--- config.mk ---
export PLATFORM = sky130hd
export DESIGN_NAME = dac_spi_frame_diagnostics
export DESIGN_NICKNAME = d
export VERILOG_FILES = /design/src/dac_spi_pkg.sv /design/src/spi_fe_if.sv /design/src/spi_frame_rx.sv /design/src/dac_spi_frame_diagnostics.sv
export SDC_FILE = /design/constraint.sdc
export NUM_CORES = 2
export LEC_CHECK = 0
export ABC_CLOCK_PERIOD_IN_PS = 15100
export BUFFER_PORTS_ARGS = -buffer_cell sky130_fd_sc_hd__buf_2
export CAP_MARGIN = 20
export CORE_MARGIN = 2
export CORE_UTILIZATION = 40
export CTS_BUF_LIST = sky130_fd_sc_hd__clkbuf_4 sky130_fd_sc_hd__clkbuf_8
export DETAILED_ROUTE_END_ITERATION = 10
export GPL_TIMING_DRIVEN = 0
export SLEW_MARGIN = 0
export SYNTH_ARGS = -nofsm -noshare
export SYNTH_HDL_FRONTEND = slang
export SYNTH_SLANG_ARGS = --single-unit
--- constraint.sdc ---
create_clock -name aclk -period 15.1 [get_ports aclk]
set_clock_uncertainty 0.05 [all_clocks]
set_input_delay 0.755 -clock aclk [delete_from_list [all_inputs] [get_ports aclk]]
set_output_delay 0.755 -clock aclk [all_outputs]
set_load 0.03 [all_outputs]
--- src/dac_spi_pkg.sv ---
// Constants and types shared by the serial frame diagnostics block.
package dac_spi_pkg;
  localparam logic [5:0] LEN_FULL   = 6'h20;
  localparam logic [5:0] LEN_SHORT  = 6'h18;
  localparam logic [5:0] CNT_MAX    = 6'h3F;
  localparam logic [7:0] CRC_POLY   = 8'h07;
  localparam logic [7:0] CRC_INIT   = 8'h00;
  localparam logic [1:0] RB_SYNC    = 2'h2;
  localparam logic [4:0] SPI_NOP    = 5'h00;
  localparam logic [4:0] SPI_RB_SEL = 5'h01;
  localparam logic [4:0] SPI_DIAG   = 5'h02;
  localparam logic [4:0] SPI_STATUS = 5'h03;
  localparam logic [4:0] SPI_CONFIG = 5'h04;
  localparam int         FLAG_CRC   = 0;
  localparam int         FLAG_SLIP  = 1;
  localparam int         FLAG_SCLK  = 2;
  localparam int         CFG_CRC_EN = 0;
  localparam int         CFG_MODE   = 1;
  localparam int         CFG_FLT    = 3;
  localparam logic [3:0] CFG_RESET  = 4'h9;
  localparam logic [7:0] AX_CONFIG  = 8'h00;
  localparam logic [7:0] AX_DIAG    = 8'h04;
  localparam logic [7:0] AX_STATUS  = 8'h08;
  localparam logic [7:0] AX_LAST    = 8'h0C;
  localparam logic [7:0] AX_ARRAY   = 8'h80;
  localparam logic [1:0] RESP_OKAY  = 2'h0;
  localparam logic [1:0] RESP_SLVERR = 2'h2;

  typedef enum logic [1:0] {
    RB_TWO_STAGE   = 2'h0,
    RB_AUTO        = 2'h1,
    RB_AUTO_SHARED = 2'h2,
    RB_ECHO        = 2'h3
  } rb_mode_t;
endpackage : dac_spi_pkg

--- src/spi_fe_if.sv ---
// Signals between the serial front end and the frame checker.
`timescale 1ns/1ps
`default_nettype none
interface spi_fe_if;
  logic        frame_start;
  logic        frame_end;
  logic [31:0] rx_word;
  logic [5:0]  edge_cnt;
  logic [31:0] tx_word;
  logic        tx_drive;
  logic        sdo;
  logic        sdo_oe;
  modport fe (output frame_start, output frame_end, output rx_word, output edge_cnt,
              output sdo, output sdo_oe, input tx_word, input tx_drive);
  modport core (input frame_start, input frame_end, input rx_word, input edge_cnt,
                input sdo, input sdo_oe, output tx_word, output tx_drive);
endinterface : spi_fe_if
`default_nettype wire

--- src/spi_frame_rx.sv ---
// Serial front end: pin synchronisers, edge detection, shift in and shift out.
`timescale 1ns/1ps
`default_nettype none
module spi_frame_rx
  import dac_spi_pkg::*;
(
  input  wire logic aclk,
  input  wire logic aresetn,
  input  wire logic sclk,
  input  wire logic frame_sel_n,
  input  wire logic sdi,
  spi_fe_if.fe      link
);
  typedef struct packed {
    logic        sclk_s1;
    logic        sclk_s2;
    logic        sclk_d;
    logic        cs_s1;
    logic        cs_s2;
    logic        cs_d;
    logic        sdi_s1;
    logic        sdi_s2;
    logic        in_frame;
    logic        start;
    logic        done;
    logic [31:0] shin;
    logic [5:0]  cnt;
    logic [31:0] shout;
    logic        oe;
  } fe_t;

  fe_t st_r;
  fe_t st_nxt;
  logic fall;
  logic rise;

  always_comb begin
    st_nxt = st_r;
    st_nxt.sclk_s1 = sclk;
    st_nxt.sclk_s2 = st_r.sclk_s1;
    st_nxt.sclk_d  = st_r.sclk_s2;
    st_nxt.cs_s1   = frame_sel_n;
    st_nxt.cs_s2   = st_r.cs_s1;
    st_nxt.cs_d    = st_r.cs_s2;
    st_nxt.sdi_s1  = sdi;
    st_nxt.sdi_s2  = st_r.sdi_s1;
    fall = st_r.sclk_d & ~st_r.sclk_s2;
    rise = ~st_r.sclk_d & st_r.sclk_s2;
    st_nxt.start = st_r.cs_d & ~st_r.cs_s2;
    st_nxt.done  = ~st_r.cs_d & st_r.cs_s2 & st_r.in_frame;
    if (st_nxt.start) begin
      st_nxt.in_frame = 1'b1;
      st_nxt.cnt      = '0;
      st_nxt.shin     = '0;
    end else if (st_r.in_frame && !st_r.cs_s2 && fall) begin
      st_nxt.shin = {st_r.shin[30:0], st_r.sdi_s2};
      if (st_r.cnt != CNT_MAX) begin
        st_nxt.cnt = st_r.cnt + 6'h01;
      end
    end
    if (st_r.start) begin
      st_nxt.shout = link.tx_word;
      st_nxt.oe    = link.tx_drive;
    end else if (st_r.in_frame && rise) begin
      // Bits change on the rising edge so the controller samples them stable on the fall.
      st_nxt.shout = {st_r.shout[30:0], 1'b0};
    end
    if (st_nxt.done) begin
      st_nxt.in_frame = 1'b0;
      st_nxt.oe       = 1'b0;
    end
  end

  always_ff @(posedge aclk) begin
    if (!aresetn) begin
      st_r       <= '0;
      st_r.cs_s1 <= 1'b1;
      st_r.cs_s2 <= 1'b1;
      st_r.cs_d  <= 1'b1;
    end else begin
      st_r <= st_nxt;
    end
  end

  assign link.frame_start = st_r.start;
  assign link.frame_end   = st_r.done;
  assign link.rx_word     = st_r.shin;
  assign link.edge_cnt    = st_r.cnt;
  assign link.sdo         = st_r.shout[31];
  assign link.sdo_oe      = st_r.oe;
endmodule : spi_frame_rx
`default_nettype wire

--- src/dac_spi_frame_diagnostics.sv ---
// Frame checker, diagnostic flags, readback and register bus of the serial port.
// Summary of operation
// - With checking on, 32-bit words shift in MSB first, captured on SCLK fall.
// - Each serial bit is sampled on SCLK falling edge while select is low.
// - With checking off, payload is 24 bits; 32-bit frames drop the last 8.
// - Frame: bit 31 slip, 30-29 device address, 28-24 register, 23-8 data, 7-0 check.
// - A frame is taken only if its address bits equal the two strap pins.
// - Good check writes the register; bad check discards, faults, sets CRC flag.
// - Flags clear by writing one; clearing bit 0 releases fault if nothing else.
// - A configuration bit decides whether a CRC error drives the fault output.
// - Outgoing frames on SDO carry the same CRC-8 check byte.
// - Bit 31 must invert bit 30; otherwise discard and set slip flag.
// - Falling SCLK edges are counted; wrong lengths are discarded, flagged.
// - Four readback modes: two-stage, auto status, shared-select status, echo.
// - Two-stage: write readback select, then a NOP frame shifts the register out.
// - Readback frame: 0b10, fault status, address, data, check byte.
// - Auto status puts status on every frame, off at reset, no two-stage.
//
// Local design decisions: the AXI4-Lite register port and the register addresses.
`timescale 1ns/1ps
`default_nettype none
module dac_spi_frame_diagnostics
  import dac_spi_pkg::*;
(
  input  wire logic        aclk,
  input  wire logic        aresetn,
  input  wire logic [7:0]  awaddr,
  input  wire logic        awvalid,
  output logic             awready,
  input  wire logic [31:0] wdata,
  input  wire logic [3:0]  wstrb,
  input  wire logic        wvalid,
  output logic             wready,
  output logic [1:0]       bresp,
  output logic             bvalid,
  input  wire logic        bready,
  input  wire logic [7:0]  araddr,
  input  wire logic        arvalid,
  output logic             arready,
  output logic [31:0]      rdata,
  output logic [1:0]       rresp,
  output logic             rvalid,
  input  wire logic        rready,
  input  wire logic        sclk,
  input  wire logic        frame_sel_n,
  input  wire logic        sdi,
  output logic             sdo,
  output logic             sdo_oe,
  input  wire logic        dev_addr_strap_lo,
  input  wire logic        dev_addr_strap_hi,
  output logic             fault_n
);
  typedef struct packed {
    logic [1:0]        strap_s1;
    logic [1:0]        strap_s2;
    logic              crc_en;
    rb_mode_t          rb_mode;
    logic              fault_crc;
    logic [2:0]        digital_diag_result_flags;
    logic [31:0][15:0] regs;
    logic [4:0]        rb_sel;
    logic              rb_pend;
    logic              echo_phase;
    logic              hit_prev;
    logic [20:0]       last_cmd;
    logic              fault_out;
    logic              aw_have;
    logic [7:0]        aw_addr;
    logic              w_have;
    logic [31:0]       w_data;
    logic [3:0]        w_strb;
    logic              bvalid;
    logic [1:0]        bresp;
    logic              rvalid;
    logic [31:0]       rdata;
    logic [1:0]        rresp;
  } core_t;

  core_t st_r;
  core_t st_nxt;

  spi_fe_if link ();

  spi_frame_rx u_rx (
    .aclk        (aclk),
    .aresetn     (aresetn),
    .sclk        (sclk),
    .frame_sel_n (frame_sel_n),
    .sdi         (sdi),
    .link        (link)
  );

  function automatic logic [7:0] crc8(input logic [23:0] d);
    logic [7:0] c;
    c = CRC_INIT;
    for (int i = 23; i >= 0; i--) begin
      if (c[7] ^ d[i]) begin
        c = {c[6:0], 1'b0} ^ CRC_POLY;
      end else begin
        c = {c[6:0], 1'b0};
      end
    end
    return c;
  endfunction : crc8

  function automatic logic fault_on(input core_t s);
    return s.fault_crc & s.digital_diag_result_flags[FLAG_CRC];
  endfunction : fault_on

  function automatic logic [15:0] reg_value(input core_t s, input logic [4:0] a);
    logic [15:0] v;
    v = s.regs[a];
    case (a)
      SPI_DIAG:   v = {13'h0000, s.digital_diag_result_flags};
      SPI_STATUS: v = {14'h0000, |s.digital_diag_result_flags, fault_on(s)};
      SPI_CONFIG: v = {12'h000, s.fault_crc, s.rb_mode, s.crc_en};
      SPI_RB_SEL: v = {11'h000, s.rb_sel};
      default:    v = s.regs[a];
    endcase
    return v;
  endfunction : reg_value

  function automatic logic axi_mapped(input logic [7:0] a);
    return a[7] | (a[6:2] <= AX_LAST[6:2]);
  endfunction : axi_mapped

  function automatic logic [31:0] axi_value(input core_t s, input logic [7:0] a);
    logic [31:0] v;
    v = 32'h00000000;
    if (a[7] == AX_ARRAY[7]) begin
      v = {16'h0000, s.regs[a[6:2]]};
    end else if (a[6:2] == AX_CONFIG[6:2]) begin
      v = {16'h0000, reg_value(s, SPI_CONFIG)};
    end else if (a[6:2] == AX_DIAG[6:2]) begin
      v = {16'h0000, reg_value(s, SPI_DIAG)};
    end else if (a[6:2] == AX_STATUS[6:2]) begin
      v = {16'h0000, reg_value(s, SPI_STATUS)};
    end else if (a[6:2] == AX_LAST[6:2]) begin
      v = {11'h000, s.last_cmd};
    end
    return v;
  endfunction : axi_value

  logic [23:0] payload;
  logic        len_full;
  logic        len_ok;
  logic        addr_ok;
  logic        slip_ok;
  logic        crc_ok;
  logic        accept;
  logic [2:0]  flag_set;
  logic [2:0]  flag_clr;
  logic [4:0]  tx_addr;
  logic [15:0] tx_data;
  logic [23:0] tx_head;
  logic [4:0]  rx_reg;
  logic [15:0] rx_data;

  always_comb begin
    st_nxt   = st_r;
    flag_set = 3'h0;
    flag_clr = 3'h0;
    st_nxt.strap_s1 = {dev_addr_strap_hi, dev_addr_strap_lo};
    st_nxt.strap_s2 = st_r.strap_s1;

    // Frame qualification; a 24-edge frame is legal only while checking is off.
    len_full = link.edge_cnt == LEN_FULL;
    len_ok   = len_full | (!st_r.crc_en && link.edge_cnt == LEN_SHORT);
    payload  = len_full ? link.rx_word[31:8] : link.rx_word[23:0];
    rx_reg   = payload[20:16];
    rx_data  = payload[15:0];
    addr_ok  = payload[22:21] == st_r.strap_s2;
    slip_ok  = payload[23] != payload[22];
    crc_ok   = !st_r.crc_en || crc8(payload) == link.rx_word[7:0];
    accept   = len_ok & addr_ok & slip_ok & crc_ok;

    // Readback word for the frame that is starting.
    tx_addr = st_r.rb_sel;
    tx_data = reg_value(st_r, st_r.rb_sel);
    link.tx_drive = st_r.rb_pend;
    unique case (st_r.rb_mode)
      RB_TWO_STAGE: begin
        link.tx_drive = st_r.rb_pend;
      end
      RB_AUTO: begin
        tx_addr = SPI_STATUS;
        tx_data = reg_value(st_r, SPI_STATUS);
        link.tx_drive = 1'b1;
      end
      RB_AUTO_SHARED: begin
        // Drive only after a frame meant for this device, so shared-select parts never clash.
        tx_addr = SPI_STATUS;
        tx_data = reg_value(st_r, SPI_STATUS);
        link.tx_drive = st_r.hit_prev;
      end
      RB_ECHO: begin
        tx_addr = st_r.echo_phase ? st_r.last_cmd[20:16] : SPI_STATUS;
        tx_data = st_r.echo_phase ? st_r.last_cmd[15:0] : reg_value(st_r, SPI_STATUS);
        link.tx_drive = 1'b1;
      end
    endcase
    tx_head      = {RB_SYNC, fault_on(st_r), tx_addr, tx_data};
    link.tx_word = {tx_head, crc8(tx_head)};

    if (link.frame_start) begin
      st_nxt.rb_pend    = 1'b0;
      st_nxt.echo_phase = (st_r.rb_mode == RB_ECHO) ? ~st_r.echo_phase : 1'b0;
    end

    // Register bus write, performed once address and data are both held.
    if (st_r.aw_have && st_r.w_have) begin
      st_nxt.aw_have = 1'b0;
      st_nxt.w_have  = 1'b0;
      st_nxt.bvalid  = 1'b1;
      st_nxt.bresp   = axi_mapped(st_r.aw_addr) ? RESP_OKAY : RESP_SLVERR;
      if (st_r.w_strb[0] && st_r.aw_addr[7:2] == AX_CONFIG[7:2]) begin
        st_nxt.crc_en    = st_r.w_data[CFG_CRC_EN];
        st_nxt.rb_mode   = rb_mode_t'(st_r.w_data[CFG_MODE +: 2]);
        st_nxt.fault_crc = st_r.w_data[CFG_FLT];
      end
      if (st_r.w_strb[0] && st_r.aw_addr[7:2] == AX_DIAG[7:2]) begin
        flag_clr = st_r.w_data[2:0];
      end
    end

    if (link.frame_end) begin
      st_nxt.hit_prev = len_ok & addr_ok;
      flag_set[FLAG_SCLK] = !len_ok;
      flag_set[FLAG_SLIP] = len_ok & addr_ok & !slip_ok;
      flag_set[FLAG_CRC]  = len_ok & addr_ok & !crc_ok;
      if (accept) begin
        st_nxt.last_cmd = payload[20:0];
        case (rx_reg)
          SPI_NOP, SPI_STATUS: begin
          end
          SPI_RB_SEL: begin
            st_nxt.rb_sel  = rx_data[4:0];
            st_nxt.rb_pend = 1'b1;
          end
          SPI_DIAG: begin
            flag_clr = flag_clr | rx_data[2:0];
          end
          SPI_CONFIG: begin
            st_nxt.crc_en    = rx_data[CFG_CRC_EN];
            st_nxt.rb_mode   = rb_mode_t'(rx_data[CFG_MODE +: 2]);
            st_nxt.fault_crc = rx_data[CFG_FLT];
          end
          default: begin
            st_nxt.regs[rx_reg] = rx_data;
          end
        endcase
      end
    end
    // A new error in the same cycle as its clear survives the clear.
    st_nxt.digital_diag_result_flags =
      (st_r.digital_diag_result_flags & ~flag_clr) | flag_set;
    st_nxt.fault_out = fault_on(st_nxt);

    if (st_r.bvalid && bready) begin
      st_nxt.bvalid = 1'b0;
    end
    if (awvalid && awready) begin
      st_nxt.aw_have = 1'b1;
      st_nxt.aw_addr = awaddr;
    end
    if (wvalid && wready) begin
      st_nxt.w_have = 1'b1;
      st_nxt.w_data = wdata;
      st_nxt.w_strb = wstrb;
    end
    if (st_r.rvalid && rready) begin
      st_nxt.rvalid = 1'b0;
    end
    if (arvalid && arready) begin
      st_nxt.rvalid = 1'b1;
      st_nxt.rdata  = axi_value(st_r, araddr);
      st_nxt.rresp  = axi_mapped(araddr) ? RESP_OKAY : RESP_SLVERR;
    end
  end

  always_ff @(posedge aclk) begin
    if (!aresetn) begin
      st_r           <= '0;
      st_r.crc_en    <= CFG_RESET[CFG_CRC_EN];
      st_r.rb_mode   <= RB_TWO_STAGE;
      st_r.fault_crc <= CFG_RESET[CFG_FLT];
    end else begin
      st_r <= st_nxt;
    end
  end

  // One write and one read at a time; ready stays low while a response waits.
  assign awready = !st_r.aw_have && !st_r.bvalid;
  assign wready  = !st_r.w_have && !st_r.bvalid;
  assign arready = !st_r.rvalid;
  assign bvalid  = st_r.bvalid;
  assign bresp   = st_r.bresp;
  assign rvalid  = st_r.rvalid;
  assign rdata   = st_r.rdata;
  assign rresp   = st_r.rresp;
  assign sdo     = link.sdo;
  assign sdo_oe  = link.sdo_oe;
  assign fault_n = !st_r.fault_out;
endmodule : dac_spi_frame_diagnostics
`default_nettype wire

==> flow_summary.json <==
{
  "wire_per_inst_um": 32.0,
  "slowest_delay_ns": 0.47,
  "nets": 3713,
  "synth-seq-area-share_pct": 38.7,
  "final_util_pct": 45.6,
  "ys_warn_count": 0,
  "synth_cell_type_count": 92,
  "cap_violations": 0,
  "cts-root-buf": "clkbuf_8",
  "crit_cells": 24,
  "area_growth_pct": 13.2,
  "period_share_pct": 41.5,
  "timing.rr.end": "st_r[570]",
  "dp_cells": 4672,
  "crit_path_cell_trace": "inv_1 -> ha_1 -> nor2b_1 -> and2_1 -> buf_2 -> buf_2 -> clkbuf_1 -> clkbuf_1 -> nand2_1 -> nand2_1 -> inv_1 -> ha_1 -> xor2_1 -> xnor2_1 -> xnor3_1 -> xnor2_1 -> o211ai_1 -> o31ai_2 -> buf_6 -> buf_6 -> nand3_2 -> clkbuf_1 -> nand3_1 -> o21ai_0",
  "clock.fmax_mhz": 159,
  "routabilityCongestion": 1.08,
  "syn_inst": 3440,
  "synth.top_cell.area_share_pct": 38.7,
  "place_hpwl_mm": 115,
  "overflow": 0,
  "grt_pass1_vias": 28800,
  "fin_setup_tns_ns": 0,
  "rsz0062_at_grt": "no",
  "cts_max_path_buffers": 3,
  "status": "completed",
  "placed_area_sq_um": 36800,
  "ys.flop_type": "dfxtp_1",
  "start_util_pct": 40.2,
  "avgSynthCellArea_sq_um": 10.1,
  "via_per_inst": 6.41,
  "coreArea_sq_um": 86500,
  "setup_violations": 0,
  "vias": 31300,
  "drive_gt1_share_pct": 19.9,
  "ant_nets": 0,
  "worstReg2RegStart": "u_rx.link.edge_cnt[0]",
  "cts-resized-gates": 0,
  "p_per_area_nw_per_um2": 97.4,
  "cts_sinks": 673,
  "post_cts_buffers": 0,
  "clkTransAtPathRegs_ns": 0.06,
  "reg2reg_depth": 24,
  "syn_area_sq_um": 34800,
  "clock_latency_ns": 0.82,
  "final_common_cell": "dfxtp_1",
  "async_flop_share_pct": 0,
  "synth-seq-cells": 673,
  "synth_edf_count": 0,
  "max-slew-margin-rel_pct": 14.7,
  "h-tree-depth": 3,
  "criticalPathCategory": "flop to flop",
  "port_buffers": 53,
  "cts_tree": "built",
  "die_area_sq_um": 89400,
  "crit_end": "st_r[570]",
  "grt_max_degree": 17,
  "die_h_um": 299,
  "antenna_found_initial": 24,
  "final_area_sq_um": 39400,
  "peakVddDrop_mv": 0.0660,
  "cp-end-kind": "flop",
  "startpoint_type": "flop",
  "hold_class": "primary input to flop",
  "tightest_slew_ns": 1.28,
  "cts_made_buffers": 117,
  "grt_pass1_wl_mm": 219,
  "grt_use_total_pct": 34.3,
  "die_x_um": 299,
  "critPathBufInv": 9,
  "ios": 108,
  "crit_family": "buffers and inverters",
  "slew_viol_final": 0,
  "rows": 108,
  "hold_violations": 0,
  "drt_wl_total_mm": 157,
  "crit_path_top_delay_cell": "xnor3_1",
  "holdWs_ns": 0.112,
  "r2r_setup_slack_ns": 8.83,
  "period_minus_slack_ns": 6.27,
  "critPathRequiredTime_ns": 15.68,
  "timing.critical_path.mode_cell": "clkbuf_1",
  "layout.cells.non_filler": 4892,
  "p_leak_uw": 0.0139,
  "ctsHoldBuffers": 0,
  "ys_top_cells_by_area": "dfxtp_1 39%, mux4_2 16%, nand3_1 7.0%, o21ai_0 6.3%, mux2i_1 5.2%",
  "drt_iter0_drc": 4302,
  "first_pass_iters": 8,
  "drc": 0,
  "startpoint": "u_rx.link.edge_cnt[0]",
  "arrival_ns": 6.85,
  "layout_common_cells": "673 x dfxtp_1, 489 x nand3_1, 441 x o21ai_0",
  "post-synth-top-area-cell": "dfxtp_1",
  "cp_max_fo": 10
}
-- synthesized netlist by cell type, types with 15 or more instances --
cell type,n
a211oi_1,37
a21oi_1,71
a221oi_1,17
and2_1,17
buf_1,64
buf_2,43
buf_4,52
buf_6,17
clkbuf_1,209
dfxtp_1,673
inv_1,18
mux2_2,37
mux2i_1,181
mux4_1,38
mux4_2,245
nand2_1,243
nand3_1,489
nand3_2,15
nor2_1,157
nor3_1,25
o21ai_0,441
o21ai_1,38
xnor2_1,83
xor2_1,30
-- layer usage --
layer	wire [um]	share of wire, %	GRT usage (%)
met5	197	0.13	0
met4	10900	7.0	20.2
met3	21800	14	13.0
met2	64500	41	48.9
met1	59200	38	44.1
-- where the power goes --
part	internal, uW	switching [uW]	leakage (uW)
clock network	1050	827	0.00139
logic	53.1	120	0.00707
registers	1790	6.54	0.00543
-- layout make-up --
class                   count  area [sq um]
diodes                      7          17.5
plain buffers             402          2070
clock buffers             187          2370
clock inverters            25           234
fillers                  8373         47100
inverters                  19          71.3
multi-input cells        2358         19200
flip-flops and latches    673         13500
well taps                1155          1450
repair buffers             66           485
-- stage by stage --
step | setup WS, ns | total power, uW
global placement | 8.96 | 1990
floorplan | 10.30 | 1940
detailed placement | 8.93 | 2000
global route | 8.36 | 3920
finish | 8.83 | 3840
CTS | 8.91 | 3830
-- sequential cells by signal (all words and copies together) (netlist names) --
register               cells
u_rx.link.sdo_oe           1
u_rx.st_nxt                5
u_rx.st_r                 35
u_rx.link.edge_cnt         6
bresp                      1
u_rx.link.frame_end        1
u_rx.link.frame_start      1
rvalid                     1
u_rx.link.sdo              1
rdata                     21
st_nxt                     2
u_rx.link.rx_word         32
bvalid                     1
rresp                      1
st_r                     564
-- cell families (layout without fill, tap and decap cells) --
logic type	count (synthesis)	count (layout)	synth area share [%]
simple gates	1029	1029	14.5
flops	673	673	38.7
compound gates	667	667	10.8
mux	503	503	25.3
buf+inv	421	699	6.14
xor+xnor	134	134	4.17
fa+ha+maj	12	12	0.431
other cells	1	20	0.0108
-- worst min-delay path by stage --
stage,endpoint,cells after the start,start
after floorplan,u_rx.st_nxt[76],1,u_rx.st_nxt[77]
after global placement,u_rx.st_nxt[76],1,u_rx.st_nxt[77]
after detailed placement,u_rx.st_nxt[76],1,u_rx.st_nxt[77]
after CTS,rvalid,2,rready
after global routing,u_rx.st_nxt[77],2,frame_sel_n
final,rvalid,2,rready
Note: power is estimated with default switching activity, not from simulation.
